### config.mk
export PLATFORM = sky130hd
export DESIGN_NAME = fm_tx_control_regs_alc
export DESIGN_NICKNAME = d
export VERILOG_FILES = /design/src/fm_tx_pkg.sv /design/src/fm_tx_control_regs_alc.sv
export SDC_FILE = /design/constraint.sdc
export NUM_CORES = 1
export LEC_CHECK = 0
export BUFFER_PORTS_ARGS = -buffer_cell sky130_fd_sc_hd__buf_4
export CAP_MARGIN = 20
export CELL_PAD_IN_SITES_DETAIL_PLACEMENT = 0
export CELL_PAD_IN_SITES_GLOBAL_PLACEMENT = 1
export CORE_UTILIZATION = 35
export CTS_BUF_LIST = sky130_fd_sc_hd__clkbuf_8
export DETAILED_ROUTE_END_ITERATION = 6
export PLACE_DENSITY = 0.63
export SLEW_MARGIN = 20
export SYNTH_ARGS = -nofsm -noshare
export SYNTH_HDL_FRONTEND = slang
export SYNTH_SLANG_ARGS = --single-unit
### constraint.sdc
create_clock -name clk_sys -period 5.8 [get_ports clk_sys]
set_clock_uncertainty 0.05 [all_clocks]
set_input_delay 1.16 -clock clk_sys [delete_from_list [all_inputs] [get_ports clk_sys]]
set_output_delay 1.16 -clock clk_sys [all_outputs]
set_load 0.03 [all_outputs]
### src/fm_tx_pkg.sv
// constants, field layouts and reset values of the transmitter control bank
// assumes a byte-wide register port fed by the serial-bus front end
//
// Behaviour
// - 13-bit trim word split over two addresses, applied as written
// - divider low byte staged, whole divider loaded on high-byte write
// - level control off: channel gain taken from manual field
// - periodic timing: gain reductions every suppression step period, increases at crossing or timeout
// - crossing timing: gain steps at first crossing or on timeout
// - right gain follows own or left crossings, per source select
// - crossing timeout of 384, 768, 3072 or 24576 samples
// - recovery and suppression thresholds in 1 dB steps
// - below recovery only after holding under threshold for hold time
// - common mode: either channel suppresses, left crossings used
// - periodic timing: suppression steps every 2, 4, 8 or 16 samples
// - third radio data block offset is C or C-prime
// - radio data sent only while its enable bit is set
// - pass-through sends 26-bit blocks from storage unmodified
// - check-word mode adds check word to stored 16-bit data
// - 4-bit composite level trim, unity at code 8
// - tank capacitor readback mirrors setting or automatic value
// - writing 1010 0000 to soft reset restores all registers
package fm_tx_pkg;
  // ----------------------------------------------------------------
  // register offsets
  // ----------------------------------------------------------------
  localparam logic [6:0] ADDR_CLOCK_SETUP = 7'h00;
  localparam logic [6:0] ADDR_RDS_B1_HI = 7'h03;
  localparam logic [6:0] ADDR_RDS_B1_LO = 7'h04;
  localparam logic [6:0] ADDR_RDS_LT_HI = 7'h05;
  localparam logic [6:0] ADDR_RDS_LT_LO = 7'h06;
  localparam logic [6:0] ADDR_TRIM_LO = 7'h07;
  localparam logic [6:0] ADDR_TRIM_HI = 7'h08;
  localparam logic [6:0] ADDR_DIV_LO = 7'h0a;
  localparam logic [6:0] ADDR_DIV_HI = 7'h0b;
  localparam logic [6:0] ADDR_ALC_CTL = 7'h0d;
  localparam logic [6:0] ADDR_ALC_REC = 7'h0e;
  localparam logic [6:0] ADDR_ALC_LIM = 7'h0f;
  localparam logic [6:0] ADDR_RDS_CTL = 7'h10;
  localparam logic [6:0] ADDR_COMP_TRIM = 7'h15;
  localparam logic [6:0] ADDR_TANK_CAP = 7'h70;
  localparam logic [6:0] ADDR_SOFT_RESET = 7'h7f;
  localparam logic [7:0] SOFT_RESET_PATTERN = 8'ha0;

  // ----------------------------------------------------------------
  // reset values
  // ----------------------------------------------------------------
  localparam logic [7:0] RST_CLOCK_SETUP = 8'h02;
  localparam logic [7:0] RST_TRIM_LO = 8'h7e;
  localparam logic [4:0] RST_TRIM_HI = 5'h0e;
  localparam logic [15:0] RST_DIVIDER = 16'h23d3;
  localparam logic [7:0] RST_ALC_CTL = 8'h06;
  localparam logic [7:0] RST_COMP_TRIM = 8'h40;

  // ----------------------------------------------------------------
  // field positions
  // ----------------------------------------------------------------
  localparam int AUTO_LEVEL_ENABLE_BIT = 0;
  localparam int MAN_GAIN_LSB = 1;
  localparam int TIMING_SEL_BIT = 4;
  localparam int RIGHT_SRC_BIT = 5;
  localparam int TIMEOUT_LSB = 6;
  localparam int REC_LVL_LSB = 0;
  localparam int HOLD_LSB = 4;
  localparam int LINK_SEL_BIT = 7;
  localparam int LIM_LVL_LSB = 0;
  localparam int LIM_PERIOD_LSB = 4;
  localparam int ATTEN_BIT = 6;
  localparam int OFFSET_SEL_BIT = 7;
  localparam int RADIO_DATA_TX_ENABLE_BIT = 6;
  localparam int CHECKW_BIT = 7;
  localparam int COMP_TRIM_LSB = 3;

  // ----------------------------------------------------------------
  // gain codes and sample counts
  // ----------------------------------------------------------------
  localparam logic [2:0] GAIN_UNITY = 3'h3;
  localparam logic [2:0] GAIN_MAX = 3'h6;
  localparam logic [4:0] LIM_DB_BASE = 5'h03;
  localparam logic [4:0] REC_DB_BASE = 5'h05;
  localparam logic [14:0] SAMPLES_384 = 15'h0180;
  localparam logic [14:0] SAMPLES_768 = 15'h0300;
  localparam logic [14:0] SAMPLES_3072 = 15'h0c00;
  localparam logic [14:0] SAMPLES_24576 = 15'h6000;
  localparam logic [14:0] SAMPLES_2 = 15'h0002;

  // ----------------------------------------------------------------
  // radio data check word
  // ----------------------------------------------------------------
  localparam logic [9:0] CRC_POLY = 10'h1b9;
  localparam logic [9:0] OFS_A = 10'h0fc;
  localparam logic [9:0] OFS_B = 10'h198;
  localparam logic [9:0] OFS_C = 10'h168;
  localparam logic [9:0] OFS_CP = 10'h350;
  localparam logic [9:0] OFS_D = 10'h1b4;

  typedef enum logic [1:0] {
    PEND_NONE = 2'b00,
    PEND_SUPP = 2'b01,
    PEND_REC = 2'b10
  } pend_e;

  function automatic logic [14:0] sel_samples(input logic [1:0] code);
    case (code)
      2'h0: sel_samples = SAMPLES_384;
      2'h1: sel_samples = SAMPLES_768;
      2'h2: sel_samples = SAMPLES_3072;
      default: sel_samples = SAMPLES_24576;
    endcase
  endfunction

  // full-scale magnitude for a level of -db dBFS, db from 3 to 20
  function automatic logic [15:0] dbfs_level(input logic [4:0] db);
    case (db)
      5'h03: dbfs_level = 16'h5a9d;
      5'h04: dbfs_level = 16'h50c3;
      5'h05: dbfs_level = 16'h47fa;
      5'h06: dbfs_level = 16'h4027;
      5'h07: dbfs_level = 16'h392c;
      5'h08: dbfs_level = 16'h32f5;
      5'h09: dbfs_level = 16'h2d6b;
      5'h0a: dbfs_level = 16'h287a;
      5'h0b: dbfs_level = 16'h2413;
      5'h0c: dbfs_level = 16'h2027;
      5'h0d: dbfs_level = 16'h1ca8;
      5'h0e: dbfs_level = 16'h198a;
      5'h0f: dbfs_level = 16'h16c3;
      5'h10: dbfs_level = 16'h1449;
      5'h11: dbfs_level = 16'h1215;
      5'h12: dbfs_level = 16'h101d;
      5'h13: dbfs_level = 16'h0e5d;
      default: dbfs_level = 16'h0ccd;
    endcase
  endfunction

  function automatic logic [9:0] check_bits(input logic [15:0] data);
    logic [9:0] r;
    logic fb;
    r = 10'h000;
    for (int i = 15; i >= 0; i--) begin
      fb = data[i] ^ r[9];
      r = {r[8:0], 1'b0};
      if (fb) begin
        r = r ^ CRC_POLY;
      end
    end
    check_bits = r;
  endfunction
endpackage

### src/fm_tx_control_regs_alc.sv
// control register bank, level control and radio data framing
// assumes a serial-bus front end delivering byte writes and reads on clk_sys,
// and a 38 kHz sample strobe and radio data block request from same clock
`timescale 1ns/1ps
module fm_tx_control_regs_alc #(
  parameter int SAMPLE_WIDTH = 16
) (
  input wire logic clk_sys,
  input wire logic rst_b,
  input wire logic regWrEn,
  input wire logic [6:0] regAddr,
  input wire logic [7:0] regWrData,
  output logic [7:0] regRdData,
  input wire logic sampleStrobe,
  input wire logic [SAMPLE_WIDTH-1:0] leftChannelSamples,
  input wire logic [SAMPLE_WIDTH-1:0] rightChannelSamples,
  input wire logic [7:0] tankCapSetting,
  input wire logic autoTuneActive,
  input wire logic [7:0] autoTankCap,
  input wire logic rdsBlockReq,
  output logic [7:0] clockSetup,
  output logic [12:0] vcoTrimWord,
  output logic [15:0] synthDivider,
  output logic [2:0] leftChannelGain,
  output logic [2:0] rightChannelGain,
  output logic inputAttenuate,
  output logic [3:0] compositeLevelTrim,
  output logic radioDataTxEnable,
  output logic [25:0] rdsBlockWord,
  output logic [1:0] rdsBlockIndex
);
  initial begin
    if (SAMPLE_WIDTH < 16) begin
      $error("sample width below 16 bits is not served");
    end
  end

  // ----------------------------------------------------------------
  // register file
  // ----------------------------------------------------------------
  logic [7:0] clkSetup_ff, nxt_clkSetup;
  logic [7:0] b1Hi_ff, nxt_b1Hi, b1Lo_ff, nxt_b1Lo;
  logic [7:0] ltHi_ff, nxt_ltHi, ltLo_ff, nxt_ltLo;
  logic [7:0] trimLo_ff, nxt_trimLo;
  logic [4:0] trimHi_ff, nxt_trimHi;
  logic [7:0] divStage_ff, nxt_divStage;
  logic [15:0] divider_ff, nxt_divider;
  logic [7:0] alcCtl_ff, nxt_alcCtl, alcRec_ff, nxt_alcRec;
  logic [7:0] alcLim_ff, nxt_alcLim, rdsCtl_ff, nxt_rdsCtl;
  logic [7:0] compTrim_ff, nxt_compTrim;
  logic [7:0] rdData_ff, nxt_rdData;
  logic softReset;

  assign softReset = regWrEn && regAddr == fm_tx_pkg::ADDR_SOFT_RESET &&
                     regWrData == fm_tx_pkg::SOFT_RESET_PATTERN;

  always_comb begin
    nxt_clkSetup = clkSetup_ff;
    nxt_b1Hi = b1Hi_ff;
    nxt_b1Lo = b1Lo_ff;
    nxt_ltHi = ltHi_ff;
    nxt_ltLo = ltLo_ff;
    nxt_trimLo = trimLo_ff;
    nxt_trimHi = trimHi_ff;
    nxt_divStage = divStage_ff;
    nxt_divider = divider_ff;
    nxt_alcCtl = alcCtl_ff;
    nxt_alcRec = alcRec_ff;
    nxt_alcLim = alcLim_ff;
    nxt_rdsCtl = rdsCtl_ff;
    nxt_compTrim = compTrim_ff;
    if (softReset) begin
      nxt_clkSetup = fm_tx_pkg::RST_CLOCK_SETUP;
      nxt_b1Hi = 8'h00;
      nxt_b1Lo = 8'h00;
      nxt_ltHi = 8'h00;
      nxt_ltLo = 8'h00;
      nxt_trimLo = fm_tx_pkg::RST_TRIM_LO;
      nxt_trimHi = fm_tx_pkg::RST_TRIM_HI;
      nxt_divStage = fm_tx_pkg::RST_DIVIDER[7:0];
      nxt_divider = fm_tx_pkg::RST_DIVIDER;
      nxt_alcCtl = fm_tx_pkg::RST_ALC_CTL;
      nxt_alcRec = 8'h00;
      nxt_alcLim = 8'h00;
      nxt_rdsCtl = 8'h00;
      nxt_compTrim = fm_tx_pkg::RST_COMP_TRIM;
    end else if (regWrEn) begin
      unique case (regAddr)
        fm_tx_pkg::ADDR_CLOCK_SETUP: nxt_clkSetup = regWrData;
        fm_tx_pkg::ADDR_RDS_B1_HI: nxt_b1Hi = regWrData;
        fm_tx_pkg::ADDR_RDS_B1_LO: nxt_b1Lo = regWrData;
        fm_tx_pkg::ADDR_RDS_LT_HI: nxt_ltHi = regWrData;
        fm_tx_pkg::ADDR_RDS_LT_LO: nxt_ltLo = regWrData;
        fm_tx_pkg::ADDR_TRIM_LO: nxt_trimLo = regWrData;
        fm_tx_pkg::ADDR_TRIM_HI: nxt_trimHi = regWrData[4:0];
        fm_tx_pkg::ADDR_DIV_LO: nxt_divStage = regWrData;
        fm_tx_pkg::ADDR_DIV_HI: nxt_divider = {regWrData, divStage_ff};
        fm_tx_pkg::ADDR_ALC_CTL: nxt_alcCtl = regWrData;
        fm_tx_pkg::ADDR_ALC_REC: nxt_alcRec = regWrData;
        fm_tx_pkg::ADDR_ALC_LIM: nxt_alcLim = regWrData;
        fm_tx_pkg::ADDR_RDS_CTL: nxt_rdsCtl = regWrData;
        fm_tx_pkg::ADDR_COMP_TRIM: nxt_compTrim = regWrData;
        default: nxt_clkSetup = clkSetup_ff;
      endcase
    end
  end

  always_comb begin
    nxt_rdData = 8'h00;
    unique case (regAddr)
      fm_tx_pkg::ADDR_CLOCK_SETUP: nxt_rdData = clkSetup_ff;
      fm_tx_pkg::ADDR_RDS_B1_HI: nxt_rdData = b1Hi_ff;
      fm_tx_pkg::ADDR_RDS_B1_LO: nxt_rdData = b1Lo_ff;
      fm_tx_pkg::ADDR_RDS_LT_HI: nxt_rdData = ltHi_ff;
      fm_tx_pkg::ADDR_RDS_LT_LO: nxt_rdData = ltLo_ff;
      fm_tx_pkg::ADDR_TRIM_LO: nxt_rdData = trimLo_ff;
      fm_tx_pkg::ADDR_TRIM_HI: nxt_rdData = {3'h0, trimHi_ff};
      fm_tx_pkg::ADDR_DIV_LO: nxt_rdData = divStage_ff;
      fm_tx_pkg::ADDR_DIV_HI: nxt_rdData = divider_ff[15:8];
      fm_tx_pkg::ADDR_ALC_CTL: nxt_rdData = alcCtl_ff;
      fm_tx_pkg::ADDR_ALC_REC: nxt_rdData = alcRec_ff;
      fm_tx_pkg::ADDR_ALC_LIM: nxt_rdData = alcLim_ff;
      fm_tx_pkg::ADDR_RDS_CTL: nxt_rdData = rdsCtl_ff;
      fm_tx_pkg::ADDR_COMP_TRIM: nxt_rdData = compTrim_ff;
      fm_tx_pkg::ADDR_TANK_CAP:
        nxt_rdData = autoTuneActive ? autoTankCap : tankCapSetting;
      default: nxt_rdData = 8'h00;
    endcase
  end

  always_ff @(posedge clk_sys or negedge rst_b) begin
    if (!rst_b) begin
      clkSetup_ff <= fm_tx_pkg::RST_CLOCK_SETUP;
      b1Hi_ff <= 8'h00;
      b1Lo_ff <= 8'h00;
      ltHi_ff <= 8'h00;
      ltLo_ff <= 8'h00;
      trimLo_ff <= fm_tx_pkg::RST_TRIM_LO;
      trimHi_ff <= fm_tx_pkg::RST_TRIM_HI;
      divStage_ff <= fm_tx_pkg::RST_DIVIDER[7:0];
      divider_ff <= fm_tx_pkg::RST_DIVIDER;
      alcCtl_ff <= fm_tx_pkg::RST_ALC_CTL;
      alcRec_ff <= 8'h00;
      alcLim_ff <= 8'h00;
      rdsCtl_ff <= 8'h00;
      compTrim_ff <= fm_tx_pkg::RST_COMP_TRIM;
      rdData_ff <= 8'h00;
    end else begin
      clkSetup_ff <= nxt_clkSetup;
      b1Hi_ff <= nxt_b1Hi;
      b1Lo_ff <= nxt_b1Lo;
      ltHi_ff <= nxt_ltHi;
      ltLo_ff <= nxt_ltLo;
      trimLo_ff <= nxt_trimLo;
      trimHi_ff <= nxt_trimHi;
      divStage_ff <= nxt_divStage;
      divider_ff <= nxt_divider;
      alcCtl_ff <= nxt_alcCtl;
      alcRec_ff <= nxt_alcRec;
      alcLim_ff <= nxt_alcLim;
      rdsCtl_ff <= nxt_rdsCtl;
      compTrim_ff <= nxt_compTrim;
      rdData_ff <= nxt_rdData;
    end
  end

  assign regRdData = rdData_ff;
  assign clockSetup = clkSetup_ff;
  assign vcoTrimWord = {trimHi_ff, trimLo_ff};
  assign synthDivider = divider_ff;
  assign inputAttenuate = alcLim_ff[fm_tx_pkg::ATTEN_BIT];
  assign compositeLevelTrim = compTrim_ff[fm_tx_pkg::COMP_TRIM_LSB +: 4];

  // ----------------------------------------------------------------
  // automatic level control
  // ----------------------------------------------------------------
  logic alcOn, zcTiming, rightFromLeft, commonGain;
  logic [2:0] manGain;
  logic [14:0] timeoutCnt, holdCnt, periodCnt;
  logic [15:0] limLevel, recLevel;
  logic [15:0] mag [2];
  logic [1:0] sign_ff, nxt_sign;
  logic [2:0] gain_ff [2], nxt_gain [2];
  fm_tx_pkg::pend_e pend_ff [2], nxt_pend [2];
  logic [14:0] stepCnt_ff [2], nxt_stepCnt [2];
  logic [14:0] lowCnt_ff [2], nxt_lowCnt [2];

  assign alcOn = alcCtl_ff[fm_tx_pkg::AUTO_LEVEL_ENABLE_BIT];
  assign manGain = alcCtl_ff[fm_tx_pkg::MAN_GAIN_LSB +: 3];
  assign zcTiming = alcCtl_ff[fm_tx_pkg::TIMING_SEL_BIT];
  assign rightFromLeft = alcCtl_ff[fm_tx_pkg::RIGHT_SRC_BIT];
  assign commonGain = !alcRec_ff[fm_tx_pkg::LINK_SEL_BIT];
  assign timeoutCnt =
    fm_tx_pkg::sel_samples(alcCtl_ff[fm_tx_pkg::TIMEOUT_LSB +: 2]);
  assign holdCnt = fm_tx_pkg::sel_samples(alcRec_ff[fm_tx_pkg::HOLD_LSB +: 2]);
  assign periodCnt = fm_tx_pkg::SAMPLES_2 <<
                     alcLim_ff[fm_tx_pkg::LIM_PERIOD_LSB +: 2];
  assign limLevel = fm_tx_pkg::dbfs_level(fm_tx_pkg::LIM_DB_BASE +
                    {1'b0, alcLim_ff[fm_tx_pkg::LIM_LVL_LSB +: 4]});
  assign recLevel = fm_tx_pkg::dbfs_level(fm_tx_pkg::REC_DB_BASE +
                    {1'b0, alcRec_ff[fm_tx_pkg::REC_LVL_LSB +: 4]});

  always_comb begin
    logic [15:0] lt, rt;
    lt = leftChannelSamples[SAMPLE_WIDTH-1 -: 16];
    rt = rightChannelSamples[SAMPLE_WIDTH-1 -: 16];
    mag[0] = lt[15] ? 16'(~lt + 16'h0001) : lt;
    mag[1] = rt[15] ? 16'(~rt + 16'h0001) : rt;
  end

  always_comb begin
    logic [1:0] curSign, crossed, over, under;
    logic fire, zc;
    fire = 1'b0;
    zc = 1'b0;
    curSign = {rightChannelSamples[SAMPLE_WIDTH-1],
               leftChannelSamples[SAMPLE_WIDTH-1]};
    crossed = curSign ^ sign_ff;
    nxt_sign = sampleStrobe ? curSign : sign_ff;
    over = {mag[1] > limLevel, mag[0] > limLevel};
    under = {mag[1] < recLevel, mag[0] < recLevel};
    // common mode judges both channels on the left path
    if (commonGain) begin
      over = {1'b0, |over};
      under = {1'b0, &under};
    end
    for (int c = 0; c < 2; c++) begin
      nxt_gain[c] = gain_ff[c];
      nxt_pend[c] = pend_ff[c];
      nxt_stepCnt[c] = stepCnt_ff[c];
      nxt_lowCnt[c] = lowCnt_ff[c];
      // right crossings from left when selected
      // zero reference on left in common mode
      zc = (c == 1 && !rightFromLeft && !commonGain) ? crossed[1]
                                                     : crossed[0];
      if (!alcOn) begin
        nxt_gain[c] = fm_tx_pkg::GAIN_UNITY;
        nxt_pend[c] = fm_tx_pkg::PEND_NONE;
        nxt_stepCnt[c] = 15'h0000;
        nxt_lowCnt[c] = 15'h0000;
      end else if (sampleStrobe) begin
        if (under[c] && lowCnt_ff[c] < holdCnt) begin
          nxt_lowCnt[c] = 15'(lowCnt_ff[c] + 15'h0001);
        end else if (!under[c]) begin
          nxt_lowCnt[c] = 15'h0000;
        end
        if (over[c] && gain_ff[c] != 3'h0) begin
          nxt_pend[c] = fm_tx_pkg::PEND_SUPP;
        end else if (pend_ff[c] == fm_tx_pkg::PEND_NONE &&
                     lowCnt_ff[c] >= holdCnt &&
                     gain_ff[c] < fm_tx_pkg::GAIN_MAX) begin
          nxt_pend[c] = fm_tx_pkg::PEND_REC;
        end
        fire = 1'b0;
        if (pend_ff[c] != fm_tx_pkg::PEND_NONE) begin
          nxt_stepCnt[c] = 15'(stepCnt_ff[c] + 15'h0001);
          if (!zcTiming && pend_ff[c] == fm_tx_pkg::PEND_SUPP) begin
            fire = nxt_stepCnt[c] >= periodCnt;
          end else begin
            fire = zc || nxt_stepCnt[c] >= timeoutCnt;
          end
        end
        if (fire) begin
          nxt_stepCnt[c] = 15'h0000;
          if (pend_ff[c] == fm_tx_pkg::PEND_SUPP) begin
            nxt_gain[c] = 3'(gain_ff[c] - 3'h1);
          end else begin
            nxt_gain[c] = 3'(gain_ff[c] + 3'h1);
            nxt_lowCnt[c] = 15'h0000;
          end
          nxt_pend[c] = over[c] && pend_ff[c] == fm_tx_pkg::PEND_SUPP &&
                        gain_ff[c] > 3'h1 ? fm_tx_pkg::PEND_SUPP
                                          : fm_tx_pkg::PEND_NONE;
        end
      end
    end
  end

  always_ff @(posedge clk_sys or negedge rst_b) begin
    if (!rst_b) begin
      sign_ff <= 2'h0;
      for (int c = 0; c < 2; c++) begin
        gain_ff[c] <= fm_tx_pkg::GAIN_UNITY;
        pend_ff[c] <= fm_tx_pkg::PEND_NONE;
        stepCnt_ff[c] <= 15'h0000;
        lowCnt_ff[c] <= 15'h0000;
      end
    end else begin
      sign_ff <= nxt_sign;
      for (int c = 0; c < 2; c++) begin
        gain_ff[c] <= nxt_gain[c];
        pend_ff[c] <= nxt_pend[c];
        stepCnt_ff[c] <= nxt_stepCnt[c];
        lowCnt_ff[c] <= nxt_lowCnt[c];
      end
    end
  end

  // manual gain when level control is off
  assign leftChannelGain = alcOn ? gain_ff[0] : manGain;
  assign rightChannelGain = !alcOn ? manGain :
                            commonGain ? gain_ff[0] : gain_ff[1];

  // ----------------------------------------------------------------
  // radio data blocks
  // ----------------------------------------------------------------
  logic [25:0] block_ff, nxt_block;
  logic [1:0] blkIdx_ff, nxt_blkIdx;

  assign radioDataTxEnable = rdsCtl_ff[fm_tx_pkg::RADIO_DATA_TX_ENABLE_BIT];

  always_comb begin
    logic [15:0] data;
    logic [9:0] ofs;
    ofs = fm_tx_pkg::OFS_A;
    nxt_block = block_ff;
    nxt_blkIdx = blkIdx_ff;
    data = (blkIdx_ff == 2'h0) ? {b1Hi_ff, b1Lo_ff} : {ltHi_ff, ltLo_ff};
    unique case (blkIdx_ff)
      2'h0: ofs = fm_tx_pkg::OFS_A;
      2'h1: ofs = fm_tx_pkg::OFS_B;
      2'h2: ofs = alcLim_ff[fm_tx_pkg::OFFSET_SEL_BIT] ? fm_tx_pkg::OFS_CP
                                                       : fm_tx_pkg::OFS_C;
      2'h3: ofs = fm_tx_pkg::OFS_D;
    endcase
    if (softReset || !radioDataTxEnable) begin
      nxt_blkIdx = 2'h0;
    end else if (rdsBlockReq) begin
      nxt_blkIdx = 2'(blkIdx_ff + 2'h1);
      if (rdsCtl_ff[fm_tx_pkg::CHECKW_BIT]) begin
        nxt_block = {data, fm_tx_pkg::check_bits(data) ^ ofs};
      end else begin
        nxt_block = {b1Hi_ff, b1Lo_ff, ltHi_ff, ltLo_ff[7:6]};
      end
    end
  end

  always_ff @(posedge clk_sys or negedge rst_b) begin
    if (!rst_b) begin
      block_ff <= 26'h000_0000;
      blkIdx_ff <= 2'h0;
    end else begin
      block_ff <= nxt_block;
      blkIdx_ff <= nxt_blkIdx;
    end
  end

  assign rdsBlockWord = block_ff;
  assign rdsBlockIndex = blkIdx_ff;
endmodule

==> metrics.txt, run 1 <==
violations in the final reports=DRC; fraction of post-synthesis cell area in the top cell type by area=29.2%; dominant cells by area after synthesis=sky130_fd_sc_hd__dfrtp_1 29%, sky130_fd_sc_hd__ha_1 9.2%, sky130_fd_sc_hd__xnor2_1 5.4%, sky130_fd_sc_hd__mux2_2 5.4%, sky130_fd_sc_hd__o21ai_0 4.8%; Cell Count, Final, Fillers Out=2606; number of instances resized during post-cts repair=0; worst slew margin relative to its limit=~30%; antenna diode count=0; worst hold margin=0.430 ns; count of yosys warnings during synthesis=0; TritonCTS buffer count=41; unrepaired setup endpoints after global routing=false; post-synthesis cell type with the largest combined area=sky130_fd_sc_hd__dfrtp_1; largest vdd supply drop=238 uV; initial drt markers=1092; crit-path max FO=17; number of buffers inserted by port buffering=153; WL/cell=just over 20 um; CTS H-tree lvls=2; Post-Place Setup Slack=about 0.57 ns; Slowest Stage Delay on Critical Path=0.79 ns; data arrival at the endpoint of the critical path=roughly 5.8 ns; area overhead of the layout relative to synthesis=15.6%; antenna-violating nets left=0; Post-Place Cells=2530; fraction of registers with async set or reset after synthesis=100%; RD Place Congestion=a little under 0.9; die extent in y=~220 um; number of global-route vias before repair=about 14k; Hold WC Path Type=flip-flop to flip-flop; Num Clock Sinks=225; die outline width=221 um; unique cell type count in the Yosys netlist=86; first-pass GRT wire length=83800 um; area enclosed by the die boundary=48700 um^2; main flop type after synthesis=sky130_fd_sc_hd__dfrtp_1; power density over the cells=276 nW/um^2; count of flip-flops with a built-in enable after synthesis=0; worst path required time=6.18 ns; flip-flop and latch count after synthesis=225; Worst Setup Start Kind=flip-flop; max capacitance violation total=0; number of post-CTS setup repair buffers=0; clock-pin transition on the worst setup and hold timing paths=0.06 ns; antenna violations before repair=0; Total Neg Setup Slack=0 ns; Core Area=~47000 um^2; top-level port count=154; status=finished with violations; proportion of synthesized chip area in sequential cells=33.9%; average instance area after synthesis=9.07 um^2; crit share post-route=92.8%; Top cell by count, worst path=sky130_fd_sc_hd__ha_1; nature of the critical path endpoint=flip-flop; net count of the mapped netlist=2037; buffers from clock root to sink, at most=3; critical-path cell with the highest stage delay=sky130_fd_sc_hd__a2111oi_0; layout cells sized above 1=19.0%; CTS tree=done; maximum number of pins on one net before global-route repair=119; Achievable Freq=~190 MHz; area of the mapped netlist=16700 um^2; Overall Global Routing Usage=approximately 22%; Syn Inst Count=1845; CP top delay family=compound AO/OA/AOI/OAI gates; DRC violations left=2; initial standard-cell utilization of the core=35.7%; hold buffer count at cts=0; count of final max-slew check failures=0; clock root cell=sky130_fd_sc_hd__clkbuf_8; Setup-failing EPs final=0; Rows=79; post-detailed-routing wire length=53600 um; sequence of cells on the critical path=inv_1, ha_1, inv_1, ha_1, nand2_1, o22a_1, o21ai_0, ha_1, o21a_1, o21a_1, o211ai_1, a22oi_1, o22ai_1, a2111oi_0, buf_4, o31ai_1, a31oi_1, o21ai_0; WP buf/inv=3; via/cell ratio=5.48; Via Count=14.3k; leakage power=0.00872 uW; final worst setup slack=approximately 0.42 ns; clock latency of the later-clocked register in the worst-skew pair=about 0.58 ns; post-layout min period=approximately 5.4 ns; Fin. Hold Viols=0; Congestion Overflow GR=0; HPWL after detailed placement=40300 um; Worst Max-Slew Pin Slew=around 1.0 ns; WS Path Type=flip-flop to flip-flop; Pre-antenna DRT Iters=6; nets@finish=2158
flip-flops by register name, indices dropped and copies added, names as in the netlist, 4 cells and up:
name,cells
b1Hi_ff,8
b1Lo_ff,8
clockSetup,8
regRdData,8
divStage_ff,8
alcRec_ff,8
lowCnt_ff,30
rdsBlockWord,26
gain_ff,6
ltLo_ff,8
trimHi_ff,5
synthDivider,16
stepCnt_ff,30
ltHi_ff,8
rdsCtl_ff,8
alcCtl_ff,8
pend_ff,4
trimLo_ff,8
alcLim_ff,8
compTrim_ff,8
worst paths after layout:
kind,start,end,slack (ns),cells after the start
worst max-delay path,alcLim_ff[1]$_DFFE_PN0P_,pend_ff[2]$_DFFE_PN0P_,0.42,18
min in group asynchronous,rst_b,lowCnt_ff[11]$_DFFE_PN0P_,0.57,1
worst min-delay path,synthDivider[4]$_DFFE_PN1P_,synthDivider[4]$_DFFE_PN1P_,0.43,2
worst min register to register,synthDivider[4]$_DFFE_PN1P_,synthDivider[4]$_DFFE_PN1P_,0.43,2
worst max register to register,alcLim_ff[1]$_DFFE_PN0P_,pend_ff[2]$_DFFE_PN0P_,0.42,18
max in group asynchronous,rst_b,rdsBlockWord[25]$_DFFE_PN0P_,3.92,2
routing by layer:
metal | wire length [um] | GRT usage (%)
met1 | 26500 | 32.4
met2 | 23900 | 34.7
met3 | 2190 | 3.23
met4 | 992 | 4.63
met5 | 0 | 0
placed cells by master, fill, tap and decap left out, types with 44 or more instances in the layout:
cell type / instances
sky130_fd_sc_hd__a21oi_1: 71
sky130_fd_sc_hd__buf_4: 181
sky130_fd_sc_hd__clkbuf_8: 55
sky130_fd_sc_hd__dfrtp_1: 195
sky130_fd_sc_hd__ha_1: 123
sky130_fd_sc_hd__inv_1: 72
sky130_fd_sc_hd__mux2_2: 80
sky130_fd_sc_hd__mux2i_1: 61
sky130_fd_sc_hd__nand2_1: 207
sky130_fd_sc_hd__nand3_1: 58
sky130_fd_sc_hd__nor2_1: 115
sky130_fd_sc_hd__o21ai_0: 161
sky130_fd_sc_hd__xnor2_1: 104
sky130_fd_sc_hd__xor2_1: 44
stage by stage:
step | utilization (%) | power, uW | cell area, um^2
after floorplan | - | 3190 | 16700
after global placement | 39.4 | 3710 | 18400
after detailed placement | 39.4 | 3740 | 18400
after CTS | 41.2 | 5410 | 19300
after global routing | 41.3 | 5670 | 19300
final | 41.3 | 5340 | 19300
cells in the mapped netlist, types with 12 or more instances:
master and instances:
sky130_fd_sc_hd__clkbuf_1 77, sky130_fd_sc_hd__a221oi_1 18, sky130_fd_sc_hd__a21oi_1 71, sky130_fd_sc_hd__a22o_1 14, sky130_fd_sc_hd__buf_2 17, sky130_fd_sc_hd__o31ai_1 21
sky130_fd_sc_hd__ha_1 123, sky130_fd_sc_hd__dfrtp_1 195, sky130_fd_sc_hd__nand2b_1 27, sky130_fd_sc_hd__mux2_2 80, sky130_fd_sc_hd__nor2_1 115, sky130_fd_sc_hd__nand3_1 58
sky130_fd_sc_hd__nor2b_1 25, sky130_fd_sc_hd__and3_1 12, sky130_fd_sc_hd__nand2_1 207, sky130_fd_sc_hd__inv_1 59, sky130_fd_sc_hd__o21ai_0 161, sky130_fd_sc_hd__o21a_1 19
sky130_fd_sc_hd__xor2_1 44, sky130_fd_sc_hd__xnor2_1 104, sky130_fd_sc_hd__mux2i_1 61, sky130_fd_sc_hd__a31oi_1 15, sky130_fd_sc_hd__nand4_1 26, sky130_fd_sc_hd__dfstp_2 30
sky130_fd_sc_hd__nor4_1 15, sky130_fd_sc_hd__o21ai_1 16, sky130_fd_sc_hd__nor3_1 29, sky130_fd_sc_hd__a21o_1 14
layout make-up:
cell class | count | area [um^2]
Timing Repair Buffer | 183 | 1390
Clock buffer | 55 | 757
Inverter | 61 | 229
Multi-Input combinational cell | 1454 | 10400
Clock inverter | 21 | 124
Tap cell | 607 | 759
Fill cell | 4757 | 27500
Sequential cell | 225 | 5670
logic make-up after synthesis:
group | after synthesis | share of synthesized area, %
fa+ha+maj | 123 | 9.20
compound gates | 455 | 17.8
xor+xnor | 160 | 9.33
buf+inv | 166 | 3.99
simple gates | 573 | 16.4
mux | 143 | 9.31
flops | 225 | 33.9
tightest hold or removal path, delay by kind of cell (launching register included):
kind	cells	cell delay, ns
flops	1	0.37
compound gates	1	0.06
simple gates	1	0.04
where the power goes:
part,switching (uW),internal [uW],leakage (uW)
clock network,729,896,0.000509
registers,148,1680,0.00299
logic,1040,843,0.00522
Note: power is estimated with default switching activity, not from simulation.
==> run 2, diff against run 1 <==
CORE_ASPECT_RATIO = 0.6   (was default)
clock period = 6.9 ns   (was 5.8 ns; I/O delays follow)
==> metrics.txt, run 2 (synthesis results as in run 1) <==
Core Area=46700 um^2 (was 46900 um^2); area enclosed by the die boundary=48700 um^2 (about the same); global-route met3 utilization=5.24% (was 3.23%); sequence of cells on the critical path=ha_1, clkinv_1, ha_1, buf_4, nand2b_1, o21ai_0, a31oi_1, a21oi_1, ha_1, a21o_1, or3_1, o221a_2, o311a_1, a2111oi_4, buf_4, or3b_1, nand3_1 (was inv_1, ha_1, inv_1, ha_1, nand2_1, o22a_1, o21ai_0, ha_1, o21a_1, o21a_1, o211ai_1, a22oi_1, o22ai_1, a2111oi_0, buf_4, o31ai_1, a31oi_1, o21ai_0); largest vdd supply drop=235 uV (was 238 uV); Worst Max-Slew Pin Slew=1.20 ns (was 1.05 ns); crit-path max FO=22 (was 17); worst slew margin relative to its limit=19.1% (was 30.1%); initial drt markers=1336 (was 1092); Total Neg Setup Slack=0 ns (unchanged); hold buffer count at cts=0 (unchanged); worst path required time=7.35 ns (was 6.18 ns); maximum number of pins on one net before global-route repair=155 (was 119); count of final max-slew check failures=0 (unchanged); worst hold margin=0.431 ns (was 0.430 ns); first-pass GRT wire length=86100 um (was 83800 um); power density over the cells=232 nW/um^2 (was 276 nW/um^2); DRC violations left=0 (was 2); status=finished clean (was finished with violations); layout cells sized above 1=18.3% (was 19.0%); Achievable Freq=178 MHz (was 186 MHz); final-layout fill cell count=4733 (was 4757); Via Count=14.6k (was 14.3k); leakage power=0.00862 uW (was 0.00872 uW); HPWL after detailed placement=43100 um (was 40300 um); routing layer with the top usage in global route=met1 (was met2); Cell Count, Final, Fillers Out=2614 (was 2606); Overall Global Routing Usage=23.0% (was 22.2%); final worst setup slack=1.28 ns (was 0.419 ns); nature of the critical path endpoint=flip-flop (unchanged); Setup-failing EPs final=0 (unchanged); nets@finish=2145 (was 2158); die extent in y=171 um (was 221 um); number of instances resized during post-cts repair=0 (unchanged); Congestion Overflow GR=0 (unchanged); buffers from clock root to sink, at most=3 (unchanged); GRT met2 Usage=32.0% (was 34.7%); clock latency of the later-clocked register in the worst-skew pair=0.57 ns (was 0.58 ns); Rows=61 (was 79); depth of the worst hold-timing path=2 (unchanged); flop2flop setup slack=1.28 ns (was 0.42 ns); Post-Place Setup Slack=1.37 ns (was 0.568 ns); initial standard-cell utilization of the core=35.8% (was 35.7%); antenna violations before repair=3 (was 0); crit share post-route=81.5% (was 92.8%); unrepaired setup endpoints after global routing=false (unchanged); clock-pin transition on the worst setup and hold timing paths=0.07 ns (was 0.06 ns); Worst Setup Start Kind=flip-flop (unchanged); number of buffers inserted by port buffering=153 (unchanged); CTS tree=done (unchanged); Pre-antenna DRT Iters=5 (was 6); most common cell after layout, fill and taps aside=sky130_fd_sc_hd__nand2_1 (unchanged); Hold WC Path Type=flip-flop to flip-flop (unchanged); WL/cell=21.7 um (was 20.6 um); number of global-route vias before repair=13.8k (was 14.0k); TritonCTS buffer count=38 (was 41); max capacitance violation total=0 (unchanged); number of post-CTS setup repair buffers=0 (unchanged); Fin. Hold Viols=0 (unchanged); CTS H-tree lvls=2 (unchanged); WS Path Type=flip-flop to flip-flop (unchanged); data arrival at the endpoint of the critical path=6.07 ns (was 5.76 ns); post-detailed-routing wire length=56700 um (was 53600 um); most frequent cells in the layout=207 x sky130_fd_sc_hd__nand2_1, 195 x sky130_fd_sc_hd__dfrtp_1, 171 x sky130_fd_sc_hd__buf_4 (was 207 x sky130_fd_sc_hd__nand2_1, 195 x sky130_fd_sc_hd__dfrtp_1, 181 x sky130_fd_sc_hd__buf_4); Top cell by count, worst path=sky130_fd_sc_hd__ha_1 (unchanged); die outline width=284 um (was 221 um); reg2reg path depth=17 (was 18); Num Clock Sinks=225 (unchanged); met1 Track Usage GR=35.6% (was 32.4%); RD Place Congestion=0.902 (was 0.880); antenna-violating nets left=0 (unchanged); via/cell ratio=5.58 (was 5.48); Slowest Stage Delay on Critical Path=0.71 ns (was 0.79 ns); critical-path cell with the highest stage delay=sky130_fd_sc_hd__dfrtp_1 (was sky130_fd_sc_hd__a2111oi_0); clock root cell=sky130_fd_sc_hd__clkbuf_8 (unchanged); Post-Place Cells=2543 (was 2530); area overhead of the layout relative to synthesis=14.6% (was 15.6%); post-layout min period=5.62 ns (was 5.38 ns); top-level port count=154 (unchanged)
## run 2: cell count changes in the layout (fill, tap and decap cells not counted), sizes merged
cell and change:
clkinv +2, clkbuf -7, bufinv -1, diode +1
buf -10
## run 2: where the power goes
group          leakage [uW]  total (uW)  internal (uW)  switching, uW
Sequential          0.00299        1540           1410            134
Clock              0.000453        1240            629            606
Combinational       0.00518        1660            704            960
## run 2: path summary, 6_finish.rpt
| path | startpoint | to |
|---|---|---|
| min in group asynchronous | rst_b | lowCnt_ff[22]$_DFFE_PN0P_ |
| min reg2reg | rdsBlockWord[11]$_DFFE_PN0P_ | rdsBlockWord[11]$_DFFE_PN0P_ |
| max reg2reg | alcRec_ff[0]$_DFFE_PN0P_ | lowCnt_ff[23]$_DFFE_PN0P_ |
| min | rdsBlockWord[11]$_DFFE_PN0P_ | rdsBlockWord[11]$_DFFE_PN0P_ |
| max | alcRec_ff[0]$_DFFE_PN0P_ | lowCnt_ff[23]$_DFFE_PN0P_ |
| max in group asynchronous | rst_b | regRdData[0]$_DFF_PN0_ |
## run 2: critical path, delay by kind of cell (launching register included)
family                     cells  cell delay (ns)
adders and majority gates      3             1.14
buffers and inverters          3             0.89
and+or+nand+nor                4             0.94
DFF                            1             0.71
AOI/OAI and AO/OA              7             1.83
## run 2: layout make-up
type	instances	area, um^2	area share (%)
clock buffers	48	661	3.45
well taps	630	788	4.11
inverters	61	229	1.19
diodes	1	2.50	0.0131
flip-flops and latches	225	5670	29.6
multi-input cells	1454	10400	54.3
repair buffers	173	1320	6.88
clock inverters	22	95.1	0.496
## run 2: through the flow
stage	area (um^2)	power, uW	util [%]
after floorplan	16700	2680	-
after global placement	18400	3200	39.4
after detailed placement	18400	3210	39.4
final	19200	4440	41.0
after global routing	19200	4690	41.0
after CTS	19200	4450	41.0
## run 2: per-layer routing
metal / wire length (um) / up-vias
li1: - / 6891
met1: 29200 / 7229
met2: 22900 / 391
met3: 3850 / 63
met4: 819 / 0
met5: 0 / -
